==> src/design/pulse_monitor_pkg.sv <==
// Purpose: shared constants for the pulse monitor selection block
// Assumes: word addressed register port, 32-bit data
// Notes:   all codes and limits are held here once
package pulse_monitor_pkg;
   // register indexes on the plain register port
   localparam logic [3:0]  OFS_PULSE_SEL   = 4'h0;
   localparam logic [3:0]  OFS_MAIN_SEL    = 4'h1;
   localparam logic [3:0]  OFS_AUX0_SEL    = 4'h2;
   localparam logic [3:0]  OFS_AUX1_SEL    = 4'h3;
   localparam logic [3:0]  OFS_AUX2_SEL    = 4'h4;
   localparam logic [3:0]  OFS_EXTRA_SEL   = 4'h5;
   localparam logic [3:0]  OFS_SIGN_SEL    = 4'h6;
   localparam logic [3:0]  OFS_CLR_MODE    = 4'h7;
   localparam logic [3:0]  OFS_DIV_FACTOR  = 4'h8;
   localparam logic [3:0]  OFS_CUM_VALUE   = 4'h9;
   localparam logic [3:0]  OFS_CUM_OVF     = 4'hA;
   // reset values
   localparam logic [13:0] RST_PULSE_SEL   = 14'h270F;
   localparam logic [7:0]  RST_MON_SEL     = 8'h00;
   localparam logic [14:0] RST_DIV_FACTOR  = 15'h0001;
   // limits and codes
   localparam logic [14:0] DIV_FACTOR_MAX  = 15'h4000;
   localparam logic [13:0] SEL_FREQ_A      = 14'h22B8;
   localparam logic [13:0] SEL_FREQ_B      = 14'h270F;
   localparam logic [7:0]  CODE_FREQ       = 8'h00;
   localparam logic [7:0]  CODE_GEAR_LO    = 8'h1A;
   localparam logic [7:0]  CODE_GEAR_HI    = 8'h1F;
   localparam logic [7:0]  CODE_CUM_VALUE  = 8'h47;
   localparam logic [7:0]  CODE_CUM_OVF    = 8'h48;
   localparam logic [15:0] CUM_MAX         = 16'h7FFF;
   localparam logic [15:0] CUM_MIN         = 16'h8001;
   localparam logic [31:0] PANEL_MAX       = 32'h0000_270F;
   localparam logic [31:0] DEC_SPLIT       = 32'h0000_2710;
   localparam logic [3:0]  ITEM_LAST       = 4'h5;
endpackage

==> src/design/split_if.sv <==
// Purpose: carries one count and its two decimal display words
// Assumes: one clock domain
// Notes:   splitter answers one cycle after the count
`timescale 1ns/1ps
interface split_if;
   logic [31:0] count;
   logic [15:0] lower;
   logic [15:0] upper;
   modport splitter (input count, output lower, output upper);
   modport user     (output count, input lower, input upper);
endinterface

==> src/design/position_pulse_monitor_select.sv <==
// Overview of operation
// RL1 - digit 0 or 1 shows low or high word of the command count.
// RL2 - digit 2 or 3 shows low or high word of the feedback count.
// RL3 - digit 4 or 5 shows low or high word of the droop count.
// RL4 - hundreds digit: 0 after gear, 1 before gear, for the pulse monitor.
// RL5 - thousands digit: 0 before gear, 1 after gear, for multifunction monitors.
// RL6 - main select zero shows output frequency on the panel; the code does so only with pulse select 8888/9999 or item digit above 5.
// RL7 - codes 26 to 31 show pulse words with the switched gear treatment.
// RL8 - position, feedback and droop counters count from servo on.
// RL9 - pulse counters wrap freely past the eight-digit maximum.
// RL10 - codes 71 and 72 route cumulative value and overflow count.
// RL11 - cumulative value and overflow stay within -32767 to 32767.
// RL12 - four-digit panel shows dashes above 9999.
// RL13 - negative cumulative values stay negative; basic panel hides negatives.
// RL14 - LCD shows -1..-32767 as 65535..32769.
// RL15 - total equals factor times overflow times 32768 plus value.
// RL16 - clear mode 0 clears on rising edge, mode 1 while input high.
// RL17 - low word holds four low decimal digits, high word the rest.
// Purpose: pulse monitor selection and cumulative encoder pulse monitor
// Assumes: deltas arrive once per cycle, synchronous inputs
// Notes:   panel main select 0 with pulse select 8888/9999 shows frequency
//
// The implementer's own choices: the address map and the strobed register port.
`timescale 1ns/1ps
module position_pulse_monitor_select #(
   parameter int N_MON = 4
) (
   // clock and reset
   input  wire logic               sys_clk,
   input  wire logic               rst,
   // register port
   input  wire logic [3:0]         reg_addr,
   input  wire logic [31:0]        reg_wdata,
   input  wire logic               reg_write,
   input  wire logic               reg_read,
   output logic      [31:0]        reg_rdata,
   // position loop, index gear*3+item, gear 1 after gear
   input  wire logic               servo_on,
   input  wire logic [5:0][15:0]   pulse_delta,
   input  wire logic [15:0]        out_freq,
   // encoder and clear
   input  wire logic               enc_inc,
   input  wire logic               enc_dec,
   input  wire logic               cumulative_clear_input,
   // monitor outputs
   output logic      [15:0]        panel_value,
   output logic                    panel_dash,
   output logic      [15:0]        lcd_value,
   output logic [N_MON-1:0][31:0]  mon_value,
   output logic      [15:0]        cum_value,
   output logic      [15:0]        cum_overflow
);
   if (N_MON != 4) begin : g_chk
      $error("three aux selects and one extra select are served");
   end

   // settings and state
   logic [13:0]             pulse_monitor_select;
   logic [7:0]              main_monitor_select;
   logic [N_MON-1:0][7:0]   mon_sel;
   logic                    minus_sign_display_select;
   logic                    cumulative_clear_mode;
   logic [14:0]             cumulative_division_factor;
   logic [5:0][31:0]        cnt;
   logic signed [15:0]      div_cnt;
   logic                    clr_d;

   function automatic logic [3:0] dec_digit(input logic [13:0] v, input logic [1:0] pos);
      logic [13:0] d;
      d = 14'h0001;
      case (pos)
         2'd1:    d = 14'h000A;
         2'd2:    d = 14'h0064;
         2'd3:    d = 14'h03E8;
         default: d = 14'h0001;
      endcase
      return 4'((v / d) % 14'h000A);
   endfunction

   function automatic logic [3:0] word_index(input logic [3:0] item, input logic gear);
      return 4'({3'b000, gear} * 4'h6 + item);
   endfunction

   // register writes
   wire logic wr_pulse = reg_write && reg_addr == pulse_monitor_pkg::OFS_PULSE_SEL;
   wire logic wr_main  = reg_write && reg_addr == pulse_monitor_pkg::OFS_MAIN_SEL;
   wire logic wr_sign  = reg_write && reg_addr == pulse_monitor_pkg::OFS_SIGN_SEL;
   wire logic wr_mode  = reg_write && reg_addr == pulse_monitor_pkg::OFS_CLR_MODE;
   wire logic wr_div   = reg_write && reg_addr == pulse_monitor_pkg::OFS_DIV_FACTOR
                         && reg_wdata[14:0] != 15'h0000
                         && reg_wdata[14:0] <= pulse_monitor_pkg::DIV_FACTOR_MAX
                         && reg_wdata[31:15] == 17'h0_0000;
   wire logic pulse_ok = reg_wdata[13:0] <= pulse_monitor_pkg::SEL_FREQ_B
                         && reg_wdata[31:14] == 18'h0_0000;

   always_ff @(posedge sys_clk) begin
      if (rst) begin
         pulse_monitor_select       <= pulse_monitor_pkg::RST_PULSE_SEL;
         main_monitor_select        <= pulse_monitor_pkg::RST_MON_SEL;
         minus_sign_display_select  <= 1'b0;
         cumulative_clear_mode      <= 1'b0;
         cumulative_division_factor <= pulse_monitor_pkg::RST_DIV_FACTOR;
      end else begin
         if (wr_pulse && pulse_ok) pulse_monitor_select <= reg_wdata[13:0];
         if (wr_main) main_monitor_select <= reg_wdata[7:0];
         if (wr_sign) minus_sign_display_select <= reg_wdata[0];
         if (wr_mode) cumulative_clear_mode <= reg_wdata[0];
         if (wr_div) cumulative_division_factor <= reg_wdata[14:0];
      end
   end

   for (genvar m = 0; m < N_MON; m++) begin : g_sel
      wire logic wr_m = reg_write && reg_addr == 4'(pulse_monitor_pkg::OFS_AUX0_SEL + 4'(m));
      always_ff @(posedge sys_clk) begin
         if (rst) mon_sel[m] <= pulse_monitor_pkg::RST_MON_SEL;
         else if (wr_m) mon_sel[m] <= reg_wdata[7:0];
      end
   end

   // position counters and decimal split
   split_if sp[6] ();
   logic [11:0][15:0] words;

   for (genvar c = 0; c < 6; c++) begin : g_cnt
      always_ff @(posedge sys_clk) begin
         // RL8 count from servo on
         if (rst || !servo_on) cnt[c] <= 32'h0000_0000;
         // RL9 free running wrap
         else cnt[c] <= 32'(cnt[c] + {{16{pulse_delta[c][15]}}, pulse_delta[c]});
      end
      assign sp[c].count = cnt[c];
      assign words[2*c]   = sp[c].lower;
      assign words[2*c+1] = sp[c].upper;
      decimal_split #(.WIDTH(32)) u_split (
         .sys_clk (sys_clk),
         .rst     (rst),
         .port    (sp[c])
      );
   end

   // cumulative encoder pulse monitor
   wire logic        clr_edge  = cumulative_clear_input && !clr_d;
   // RL16 edge or level clear
   wire logic        cum_clear = cumulative_clear_mode ? cumulative_clear_input : clr_edge;
   wire logic        dir_up    = enc_inc && !enc_dec;
   wire logic        dir_dn    = enc_dec && !enc_inc;
   wire logic signed [15:0] fac = signed'({1'b0, cumulative_division_factor});
   wire logic        step_up   = dir_up && 16'(div_cnt + 16'sd1) == fac;
   wire logic        step_dn   = dir_dn && 16'(div_cnt - 16'sd1) == 16'(-fac);
   wire logic        cum_top   = cum_value == pulse_monitor_pkg::CUM_MAX;
   wire logic        cum_bot   = cum_value == pulse_monitor_pkg::CUM_MIN;
   wire logic        ovf_top   = cum_overflow == pulse_monitor_pkg::CUM_MAX;
   wire logic        ovf_bot   = cum_overflow == pulse_monitor_pkg::CUM_MIN;

   // RL15 factor prescale, overflow every 32768
   wire logic [15:0] next_div  = (step_up || step_dn) ? 16'h0000 :
                                 dir_up ? 16'(div_cnt + 16'sd1) :
                                 dir_dn ? 16'(div_cnt - 16'sd1) : div_cnt;
   // RL11 value wraps to zero past the range
   wire logic [15:0] next_cum  = (step_up && cum_top) || (step_dn && cum_bot) ? 16'h0000 :
                                 step_up ? 16'(cum_value + 16'h0001) :
                                 step_dn ? 16'(cum_value - 16'h0001) : cum_value;
   wire logic [15:0] next_ovf  = (step_up && cum_top) ?
                                 (ovf_top ? 16'h0000 : 16'(cum_overflow + 16'h0001)) :
                                 (step_dn && cum_bot) ?
                                 (ovf_bot ? 16'h0000 : 16'(cum_overflow - 16'h0001)) :
                                 cum_overflow;

   always_ff @(posedge sys_clk) begin
      if (rst) clr_d <= 1'b0;
      else clr_d <= cumulative_clear_input;
   end

   always_ff @(posedge sys_clk) begin
      if (rst || cum_clear) begin
         div_cnt      <= 16'sd0;
         cum_value    <= 16'h0000;
         cum_overflow <= 16'h0000;
      end else begin
         div_cnt      <= signed'(next_div);
         cum_value    <= next_cum;
         cum_overflow <= next_ovf;
      end
   end

   // selection of monitor words
   wire logic [3:0]  item      = dec_digit(pulse_monitor_select, 2'd0);
   wire logic [3:0]  hund      = dec_digit(pulse_monitor_select, 2'd2);
   wire logic [3:0]  thou      = dec_digit(pulse_monitor_select, 2'd3);
   wire logic        freq_mode = pulse_monitor_select == pulse_monitor_pkg::SEL_FREQ_A
                                 || pulse_monitor_select == pulse_monitor_pkg::SEL_FREQ_B
                                 || item > pulse_monitor_pkg::ITEM_LAST;
   // RL4 hundreds digit, 0 after gear
   wire logic        pm_gear   = hund == 4'h0;
   // RL5 thousands digit, 1 after gear
   wire logic        mf_gear   = thou == 4'h1;
   wire logic [15:0] freq_mag  = out_freq[15] ? 16'(-out_freq) : out_freq;
   wire logic [31:0] freq_word = minus_sign_display_select ? {{16{out_freq[15]}}, out_freq}
                                                           : {16'h0000, freq_mag};
   // RL13 cumulative always signed
   wire logic [31:0] cum_word  = {{16{cum_value[15]}}, cum_value};
   wire logic [31:0] ovf_word  = {{16{cum_overflow[15]}}, cum_overflow};

   function automatic logic [31:0] route(input logic [7:0] code, input logic [11:0][15:0] w,
                                         input logic gear, input logic [31:0] fw,
                                         input logic [31:0] cw, input logic [31:0] ow);
      logic [7:0] k;
      k = 8'(code - pulse_monitor_pkg::CODE_GEAR_LO);
      // RL10 cumulative codes
      if (code == pulse_monitor_pkg::CODE_CUM_VALUE) return cw;
      if (code == pulse_monitor_pkg::CODE_CUM_OVF) return ow;
      // RL7 gear switched pulse words
      if (code >= pulse_monitor_pkg::CODE_GEAR_LO && code <= pulse_monitor_pkg::CODE_GEAR_HI)
         return {16'h0000, w[word_index(k[3:0], gear)]};
      return fw;
   endfunction

   // RL1 RL2 RL3 item digit picks word
   wire logic [31:0] pm_word   = {16'h0000, words[word_index(item, pm_gear)]};
   // RL6 main select zero
   wire logic [31:0] panel_src = main_monitor_select == pulse_monitor_pkg::CODE_FREQ ?
                                 (freq_mode ? freq_word : pm_word) :
                                 route(main_monitor_select, words, mf_gear,
                                       freq_word, cum_word, ovf_word);
   // RL12 RL13 dash above 9999 or negative
   wire logic        next_dash = panel_src[31] || panel_src > pulse_monitor_pkg::PANEL_MAX;

   always_ff @(posedge sys_clk) begin
      if (rst) begin
         panel_value <= 16'h0000;
         panel_dash  <= 1'b0;
         lcd_value   <= 16'h0000;
      end else begin
         panel_value <= next_dash ? 16'h0000 : panel_src[15:0];
         panel_dash  <= next_dash;
         // RL14 two's complement on LCD
         lcd_value   <= panel_src[15:0];
      end
   end

   for (genvar m = 0; m < N_MON; m++) begin : g_mon
      wire logic [31:0] next_mon = route(mon_sel[m], words, mf_gear,
                                         freq_word, cum_word, ovf_word);
      always_ff @(posedge sys_clk) begin
         if (rst) mon_value[m] <= 32'h0000_0000;
         else mon_value[m] <= next_mon;
      end
   end

   // read back
   wire logic [31:0] rd_mux =
      reg_addr == pulse_monitor_pkg::OFS_PULSE_SEL  ? {18'h0_0000, pulse_monitor_select} :
      reg_addr == pulse_monitor_pkg::OFS_MAIN_SEL   ? {24'h00_0000, main_monitor_select} :
      reg_addr == pulse_monitor_pkg::OFS_AUX0_SEL   ? {24'h00_0000, mon_sel[0]} :
      reg_addr == pulse_monitor_pkg::OFS_AUX1_SEL   ? {24'h00_0000, mon_sel[1]} :
      reg_addr == pulse_monitor_pkg::OFS_AUX2_SEL   ? {24'h00_0000, mon_sel[2]} :
      reg_addr == pulse_monitor_pkg::OFS_EXTRA_SEL  ? {24'h00_0000, mon_sel[3]} :
      reg_addr == pulse_monitor_pkg::OFS_SIGN_SEL   ? {31'h0000_0000, minus_sign_display_select} :
      reg_addr == pulse_monitor_pkg::OFS_CLR_MODE   ? {31'h0000_0000, cumulative_clear_mode} :
      reg_addr == pulse_monitor_pkg::OFS_DIV_FACTOR ? {17'h0_0000, cumulative_division_factor} :
      reg_addr == pulse_monitor_pkg::OFS_CUM_VALUE  ? cum_word :
      reg_addr == pulse_monitor_pkg::OFS_CUM_OVF    ? ovf_word : 32'h0000_0000;

   always_ff @(posedge sys_clk) begin
      if (rst) reg_rdata <= 32'h0000_0000;
      else reg_rdata <= reg_read ? rd_mux : 32'h0000_0000;
   end

   // checks
   a_servo_clear: assert property (@(posedge sys_clk) disable iff (rst) // RL8
      !servo_on |=> cnt[0] == 32'h0000_0000 && cnt[5] == 32'h0000_0000)
      else $error("counter not held at zero while servo off");
   a_count_wrap: assert property (@(posedge sys_clk) disable iff (rst) // RL9
      servo_on && cnt[0] == 32'hFFFF_FFFF && pulse_delta[0] == 16'h0001
      |=> cnt[0] == 32'h0000_0000)
      else $error("pulse counter did not wrap");
   a_cum_range: assert property (@(posedge sys_clk) disable iff (rst) // RL11
      cum_value != 16'h8000 && cum_overflow != 16'h8000)
      else $error("cumulative value outside range");
   a_cum_overflow: assert property (@(posedge sys_clk) disable iff (rst) // RL15
      step_up && cum_top && !ovf_top && !cum_clear
      |=> cum_value == 16'h0000 && cum_overflow == 16'($past(cum_overflow) + 16'h0001))
      else $error("overflow step wrong");
   a_prescale_hold: assert property (@(posedge sys_clk) disable iff (rst) // RL15
      dir_up && !step_up && !cum_clear |=> $stable(cum_value))
      else $error("value stepped before factor reached");
   a_clear_level: assert property (@(posedge sys_clk) disable iff (rst) // RL16
      cumulative_clear_mode && cumulative_clear_input ##1 cumulative_clear_input
      |=> cum_value == 16'h0000 && cum_overflow == 16'h0000)
      else $error("level clear not held");
   a_clear_edge: assert property (@(posedge sys_clk) disable iff (rst) // RL16
      !cumulative_clear_mode && $rose(cumulative_clear_input) |=> cum_value == 16'h0000)
      else $error("edge clear missed");
   a_panel_dash: assert property (@(posedge sys_clk) disable iff (rst) // RL12
      panel_src > pulse_monitor_pkg::PANEL_MAX |=> panel_dash && panel_value == 16'h0000)
      else $error("dash missing above 9999");
   a_lcd_twos: assert property (@(posedge sys_clk) disable iff (rst) // RL14
      main_monitor_select == pulse_monitor_pkg::CODE_CUM_VALUE |=> lcd_value == $past(cum_value))
      else $error("lcd value not two's complement");
   a_mon_cum: assert property (@(posedge sys_clk) disable iff (rst) // RL10
      mon_sel[0] == pulse_monitor_pkg::CODE_CUM_OVF |=> mon_value[0] == $past(ovf_word))
      else $error("overflow count not routed");
   a_freq_main: assert property (@(posedge sys_clk) disable iff (rst) // RL6
      main_monitor_select == pulse_monitor_pkg::CODE_FREQ && freq_mode && !freq_word[31]
      && freq_word <= pulse_monitor_pkg::PANEL_MAX |=> panel_value == $past(freq_word[15:0]))
      else $error("frequency not shown");
   a_pm_before: assert property (@(posedge sys_clk) disable iff (rst) // RL4
      main_monitor_select == pulse_monitor_pkg::CODE_FREQ && !freq_mode
      && item == 4'h0 && hund == 4'h1 |=> panel_value == $past(words[0]))
      else $error("pulse monitor gear wrong");
   a_item_droop: assert property (@(posedge sys_clk) disable iff (rst) // RL3
      main_monitor_select == pulse_monitor_pkg::CODE_FREQ && !freq_mode
      && item == 4'h5 && pm_gear |=> panel_value == $past(words[11]))
      else $error("droop upper word not shown");
   a_mf_after: assert property (@(posedge sys_clk) disable iff (rst) // RL5
      mon_sel[0] == pulse_monitor_pkg::CODE_GEAR_LO && thou == 4'h1
      |=> mon_value[0] == {16'h0000, $past(words[6])})
      else $error("monitor gear wrong");
   a_gear_feed: assert property (@(posedge sys_clk) disable iff (rst) // RL2
      mon_sel[0] == 8'(pulse_monitor_pkg::CODE_GEAR_LO + 8'h02) && !mf_gear
      |=> mon_value[0] == {16'h0000, $past(words[2])})
      else $error("feedback lower word not routed");
   a_panel_neg: assert property (@(posedge sys_clk) disable iff (rst) // RL13
      panel_src[31] |=> panel_dash && panel_value == 16'h0000)
      else $error("negative value shown on panel");
   a_cum_down: assert property (@(posedge sys_clk) disable iff (rst) // RL15
      step_dn && !cum_bot && !cum_clear |=> cum_value == 16'($past(cum_value) - 16'h0001))
      else $error("down step wrong");
   a_edge_level: assert property (@(posedge sys_clk) disable iff (rst) // RL16
      !cumulative_clear_mode && cumulative_clear_input && clr_d && step_up && !cum_top
      |=> cum_value == 16'($past(cum_value) + 16'h0001))
      else $error("edge mode cleared on level");
   a_lcd_neg: assert property (@(posedge sys_clk) disable iff (rst) // RL14
      main_monitor_select == pulse_monitor_pkg::CODE_CUM_VALUE && cum_value[15]
      |=> lcd_value[15] && panel_dash)
      else $error("negative cumulative not shown");
   a_mon_value: assert property (@(posedge sys_clk) disable iff (rst) // RL10
      mon_sel[1] == pulse_monitor_pkg::CODE_CUM_VALUE |=> mon_value[1] == $past(cum_word))
      else $error("cumulative value not routed");
   c_overflow: cover property (@(posedge sys_clk) disable iff (rst) step_up && cum_top);
   c_edge_clear: cover property (@(posedge sys_clk) disable iff (rst)
      clr_edge && !cumulative_clear_mode);
   c_dash: cover property (@(posedge sys_clk) disable iff (rst) panel_dash);
   c_pulse_panel: cover property (@(posedge sys_clk) disable iff (rst)
      main_monitor_select == pulse_monitor_pkg::CODE_FREQ && !freq_mode && servo_on);
endmodule

==> src/design/decimal_split.sv <==
// Purpose: splits a count into low four and next four decimal digits
// Assumes: count is two's complement, magnitude is shown
// Notes:   registered, one cycle latency
`timescale 1ns/1ps
module decimal_split #(
   parameter int WIDTH = 32
) (
   // clock and reset
   input  wire logic     sys_clk,
   input  wire logic     rst,
   // count and words
   split_if.splitter     port
);
   if (WIDTH != 32) begin : g_chk
      $error("decimal_split supports a 32-bit count only");
   end

   wire logic [31:0] mag = port.count[31] ? 32'(-port.count) : port.count;

   always_ff @(posedge sys_clk) begin
      if (rst) begin
         port.lower <= 16'h0000;
         port.upper <= 16'h0000;
      end else begin
         // RL17 low and high digits
         port.lower <= 16'(mag % pulse_monitor_pkg::DEC_SPLIT);
         port.upper <= 16'((mag / pulse_monitor_pkg::DEC_SPLIT) % pulse_monitor_pkg::DEC_SPLIT);
      end
   end
endmodule

==> config.mk <==
export PLATFORM = sky130hd
export DESIGN_NAME = position_pulse_monitor_select
export DESIGN_NICKNAME = d
export VERILOG_FILES = /design/src/design/pulse_monitor_pkg.sv /design/src/design/split_if.sv /design/src/design/position_pulse_monitor_select.sv /design/src/design/decimal_split.sv
export SDC_FILE = /design/constraint.sdc
export NUM_CORES = 2
export LEC_CHECK = 0
export BUFFER_PORTS_ARGS = -buffer_cell sky130_fd_sc_hd__buf_2
export CAP_MARGIN = 20
export CORE_MARGIN = 10
export CORE_UTILIZATION = 40
export DETAILED_ROUTE_END_ITERATION = 8
export HOLD_SLACK_MARGIN = 0.1
export SLEW_MARGIN = 5
export SYNTH_ARGS = -nofsm -noshare
export SYNTH_HDL_FRONTEND = slang
export SYNTH_HIERARCHICAL = 1
export SYNTH_SLANG_ARGS = --single-unit
==> constraint.sdc <==
create_clock -name sys_clk -period 22.3 [get_ports sys_clk]
set_input_delay 2.23 -clock sys_clk [delete_from_list [all_inputs] [get_ports sys_clk]]
set_output_delay 2.23 -clock sys_clk [all_outputs]
set_load 0.01 [all_outputs]
# After elaboration in Yosys (flattened, before gate mapping)
# Cells that the tools add are included.
[word_totals] rom_bits=0 out_inout_bits=225 word_cells=301 reg_bits=697 n_memories=0 ram_bits=0 latch_bits=0 input_bits=156
[op_classes] n_bitwise=1 order_cmp=20 shifts=0 addsub=31 multipliers=2 div=23 n_eq_ne=29 mux=102 reduce_logical=52
[op_table] cell="$mux 32" count=41
[op_table] cell="$bmux 16 s4" count=6
[op_table] cell="$mod 32x14->32 const B" count=12
[op_table] cell="$mux 16" count=15
[op_table] cell="$add 32x32->32" count=6
[op_table] cell="$div 32x14->32 const B" count=6
[op_table] cell="$neg 32->32" count=6
[op_table] cell="$mux 14" count=8
[op_table] cell="$eq 8x7->1 const B" count=10
[op_table] cell="$mod 14x4->14 const B" count=3
[op_table] cell="$ge 8x5->1 const B" count=5
[op_table] cell="$le 8x5->1 const B" count=5
[op_table] cell="$add 16x1->16 const B" count=2
[op_table] cell="$eq 16x15->1 const B" count=2
[op_table] cell="$eq 16x16->1" count=2
[op_table] cell="$eq 16x16->1 const B" count=2
[op_table] cell="$gt 32x14->1 const B" count=1
[op_table] cell="$sub 16x1->16 const B" count=2
[op_table] cell="$mux 1" count=31
[op_table] cell="$lt 4x5->1 const B" count=6
[op_table] cell="$eq 14x14->1 const B" count=2
[op_table] cell="$logic_and 1x1->1" count=26
[op_table] cell="$add 4x4->4" count=6
[op_table] cell="$sub 4x4->4 const B" count=5
[op_table] cell="other kinds (27)" count=50

# Depth between registers and ports, before layout
[depth] word_depth=15 ltp_mapped=74

# By module
# Netlist, hierarchy kept.
[modules_own_cells] module="decimal_split" area_each_um2=11207.0 n_inst=6 seq_area_each_um2=640.6 cells_per_inst=1559
[modules_own_cells] module="position_pulse_monitor_select" area_each_um2=39889.5 n_inst=1 seq_area_each_um2=8588.2 cells_per_inst=4652

# Worst setup path before layout
# No wires, ideal clock.
[synth_path] kind="reg2reg" startpoint="register cnt, in the netlist sp[0].count[7]" endpoint="register g_cnt[0].u_split.port.lower[6]" t_arrival_ns=17.203 required_time_ns=22.175 setup_slack_ns=4.972 path_buffers=6 stages_incl_launch_ff=69 cell_sequence="dfxtp_1 or4_4 or4_1 buf_6 or3_1 o311a_4 nor4_4 and2_1 o211ai_1 and4b_1 buf_2 a311o_1 o211a_2 o31ai_4 mux2i_2 o2111a_1 a2111oi_0 a21o_1 [... 33 more ...] a31o_2 mux2_4 o221ai_4 o2bb2ai_2 a21boi_4 o21ai_1 a21oi_1 o21ai_1 a21oi_2 nor2_2 or3b_1 o22ai_2 a31oi_1 o21a_2 nand2b_4 maj3_2 xnor2_1 nor2_1"
[synth_between] elab_chain_len=3
[synth_rtl] item="start, declared" line="position_pulse_monitor_select.sv:64" source="logic [5:0][31:0] cnt;"
[synth_rtl] item="start signal, assigned by index" line="position_pulse_monitor_select.sv:129" source="else cnt[c] <= 32'(cnt[c] + {{16{pulse_delta[c][15]}}, pulse_delta[c]});"
[synth_rtl] item="$neg 32->32" line="decimal_split.sv:18" source="wire logic [31:0] mag = port.count[31] ? 32'(-port.count) : port.count;"
[synth_rtl] item="$mux 32 *" line="decimal_split.sv:18"
[synth_rtl] item="$mod 32x14->32 *" line="decimal_split.sv:26" source="port.lower <= 16'(mag % pulse_monitor_pkg::DEC_SPLIT);"
[synth_rtl] item="end signal, assigned" line="decimal_split.sv:26"
[synth_rtl] item="end, declared" line="split_if.sv:9" source="modport splitter (input count, output lower, output upper);"
# Every way passes the cells marked *; elsewhere a longest branch is shown, timed or not.
# A chain may end at the register's enable or synchronous reset.

# Final worst setup path
[layout_path] startpoint="register cnt, in the netlist sp[5].count[7]" endpoint="register g_cnt[5].u_split.port.lower[6]"
[layout_between] elab_chain_len=3
[layout_rtl] item="$neg 32->32" line="decimal_split.sv:18"
[layout_rtl] item="$mux 32 *" line="decimal_split.sv:18"
[layout_rtl] item="$mod 32x14->32 *" line="decimal_split.sv:26"
[layout_rtl] item="end signal, assigned" line="decimal_split.sv:26"
[layout_rtl] item="end, declared" line="split_if.sv:9"
# Marks and branches as above.

==> impl_results.md <==
- Outcome: completed
- Area share of the largest cell type after synthesis: 11.60%
- Max-Cap Viols: 0
- Final Setup Violations: 0
- Remaining DRCs: 0
- Mux share of post-synthesis cell area: 10.47%
- CP Class: reg2reg
- Clock root cell: clkbuf_16
- Cell repeated most along the worst path: xnor2_1
- Synth Area in Simple Gates: 25.99%
- Slew Limit Headroom: 15.88%
- M1 wire length: 170,700 um
- Cell variety after synth: 166
- RePlAce Congestion: 0.9860
- Seq/Total Area, Yosys: 11.60%
- Final cell count without fillers: 17,589
- Fraction of layout cells with a size suffix above 1: 15.70%
- Synth area leaders: dfxtp_1, xnor2_1, mux4_2, nor2_1, nand2_1
- Maximum clock path buffer count: 3
- Yosys top cell by area: dfxtp_1
- CP max FO: 18
- Worst hold path type: reg2reg
- Worst-Skew Late Latency: 0.76 ns
- Compound-Gate Fraction of Synth Area: 31.56%
- Highest Clock Rate: 0.04765 GHz
- Row cnt: 189
- Synthesized-area fraction occupied by adder cells: 3.922%
- I/O Pins: 381
- Reg2reg setup slack: 1.32 ns
- Minimum clock period: 20.98 ns
- Core area: 265,800 sq um
- RSZ-0062 raised after global routing: true
- Avg WL per Cell: 22.18 um
- Met2 Routed Length: 167,200 um
- CTS H-tree depth: 3
- DIE AREA: 288,900 sq um
- Inst Count DP: 17,429
- Period Utilization, post-route: 94.10%
- GRT Overall Usage: 25.22%
- Required time of the critical path: 22.87 ns
- Clock skew: 0.06665 ns
- Mapped cell area: 107,100 sq um
- Final WL: 390,100 um
- Mapped Avg Cell Area: 7.649 sq um
- Nets: 14,389
- Main flop type after synthesis: dfxtp_1
- Placed wire-length estimate: 303,500 um
- Grt total ovfl: 0
- Clock transition at path regs: 0.07 ns
- Synth warn: 6
- Number of global-route vias before repair: 103,393
- Worst Setup Start Kind: register
- CTS tree: yes
- Final Max Slew Viols: 0
- Initial antenna violation count: 17
- CTS Buf Count: 80
- WP data arrival: 21.55 ns
- Initial DRC Count: 12,639
- Remaining antenna violation count: 0
- CTS Sinks: 621
- Cts hold-fix bufs: 0
- DR pass1 iterations: 7
- Post-synthesis cell count: 14,006
- # fillers: 27,316
- Vias per inst: 6.465
- Post-synthesis register bit count: 621
- Ys async rst share: 0%
- Main combinational cell family by area after synthesis: compound AO/OA/AOI/OAI gates
- Chip Width: 537.5 um
- Top post-synthesis cells by count: nor2_1, nand2_1, xnor2_1
- Worst-Margin Slew: 1.253 ns
- Die Height: 537.5 um
- EDFF count, synth: 0
- Met3 wire length: 37,700 um
- Initial Utilization: 40.31%
- Total number of vias: 113,708
- Slowest cell on the critical path: nor4_2
- Hold violation total from the final report: 0
- Largest net degree at the start of global routing: 95
- Top layer in use: met5
- Area grow syn2layout: 7.093%
- Critical Path End Type: register
- Most frequent cell after synthesis: nor2_1
- Crit-path max cell delay: 0.81 ns
- Port Buffers: 380
- Post-synthesis xor/xnor area fraction: 11.55%
- Global-route wire length before repair: 602,900 um
## path summary, 6_finish.rpt
kind | from | end | depth (start not counted)
worst max-delay path | sp[5].count[7] | g_cnt[5].u_split/port.lower[6] | 60
worst min-delay path | main_monitor_select[4] | main_monitor_select[4] | 2
worst max register to register | sp[5].count[7] | g_cnt[5].u_split/port.lower[6] | 60
worst min register to register | main_monitor_select[4] | main_monitor_select[4] | 2
## through the flow
stage / setup slack (ns) / TNS (ns) / hold slack, ns / instance area [sq um] / utilization [%]
3_5_place_dp: 0.5482 / 0 / 0.4770 / 111400 / 41.90
6_report: 1.316 / 0 / 0.4871 / 114700 / 43.16
5_1_grt: -0.06993 / -0.06993 / 0.5089 / 114700 / 43.16
2_1_floorplan: 4.972 / 0 / 0.4551 / 107200 / -
4_1_cts: 0.4350 / 0 / 0.4869 / 114200 / 42.97
3_3_place_gp: 0.4722 / 0 / 0.4757 / 111300 / 41.89
## worst max-delay path: cells and delay by family (launching register included)
family / cells / cell delay (ns)
xor+xnor: 5 / 1.78
mux: 5 / 2.16
simple gates: 12 / 4.46
flops: 1 / 0.41
compound gates: 37 / 11.61
fa+ha+maj: 1 / 0.34
## cell type report
type                    instances  area (sq um)  area share (%)
inverters                     303          1137          0.9913
repair buffers                626          3764           3.280
clock inverters                41         644.4          0.5616
flip-flops and latches        621         12450           10.86
diodes                          5         12.51         0.01091
multi-input cells           12355         90090           78.52
well taps                    3533          4420           3.853
clock buffers                 105          2207           1.924
## cell usage in the layout (no fill, tap or decap), drive strengths merged, types with 209 or more instances in the layout
| master | n |
|---|---|
| buf | 624 |
| o21ai | 756 |
| nand3 | 564 |
| a21oi | 821 |
| ha | 238 |
| and2 | 229 |
| xor2 | 403 |
| mux4 | 289 |
| o31ai | 223 |
| inv | 304 |
| nand2 | 1187 |
| xnor2 | 957 |
| o211ai | 403 |
| or3 | 209 |
| mux2i | 312 |
| a31oi | 221 |
| a211oi | 218 |
| nor3 | 573 |
| dfxtp | 621 |
| nor2 | 1397 |
## flip-flops by register name (all words and copies together), names as in the netlist, 8 cells and up
signal and cells:
g_cnt.u_split/port.lower 96, panel_value 16, lcd_value 16, mon_sel 32, mon_value 68, main_monitor_select 8
pulse_monitor_select 14, reg_rdata 16, g_cnt.u_split/port.upper 96, sp.count 192, div_cnt 16, cum_value 16
cumulative_division_factor 15, cum_overflow 16
## per-layer routing
| metal | up-vias | track usage (%) |
|---|---|---|
| met4 | 14 | 8.169 |
| met3 | 817 | 5.949 |
| li1 | 53983 | - |
| met1 | 53805 | 34.42 |
| met2 | 5089 | 39.08 |
| met5 | - | 0 |
## cell families after synthesis
logic type	Yosys count
AND/OR/NAND/NOR	5423
AO/OA/AOI/OAI	4473
XOR/XNOR	1360
buffers and inverters	1049
multiplexers	723
flip-flops	621
adder cells (fa/ha/maj)	350
other	7
## timing repair
item | CTS | global route
setup endpoints to repair | 0 | 76
buffers inserted | 0 | 4
resized for setup | 0 | 59
Power is left out: the tool's default activity adds up to more than one toggle a clock period on the data nets, which glitch-free logic cannot reach.
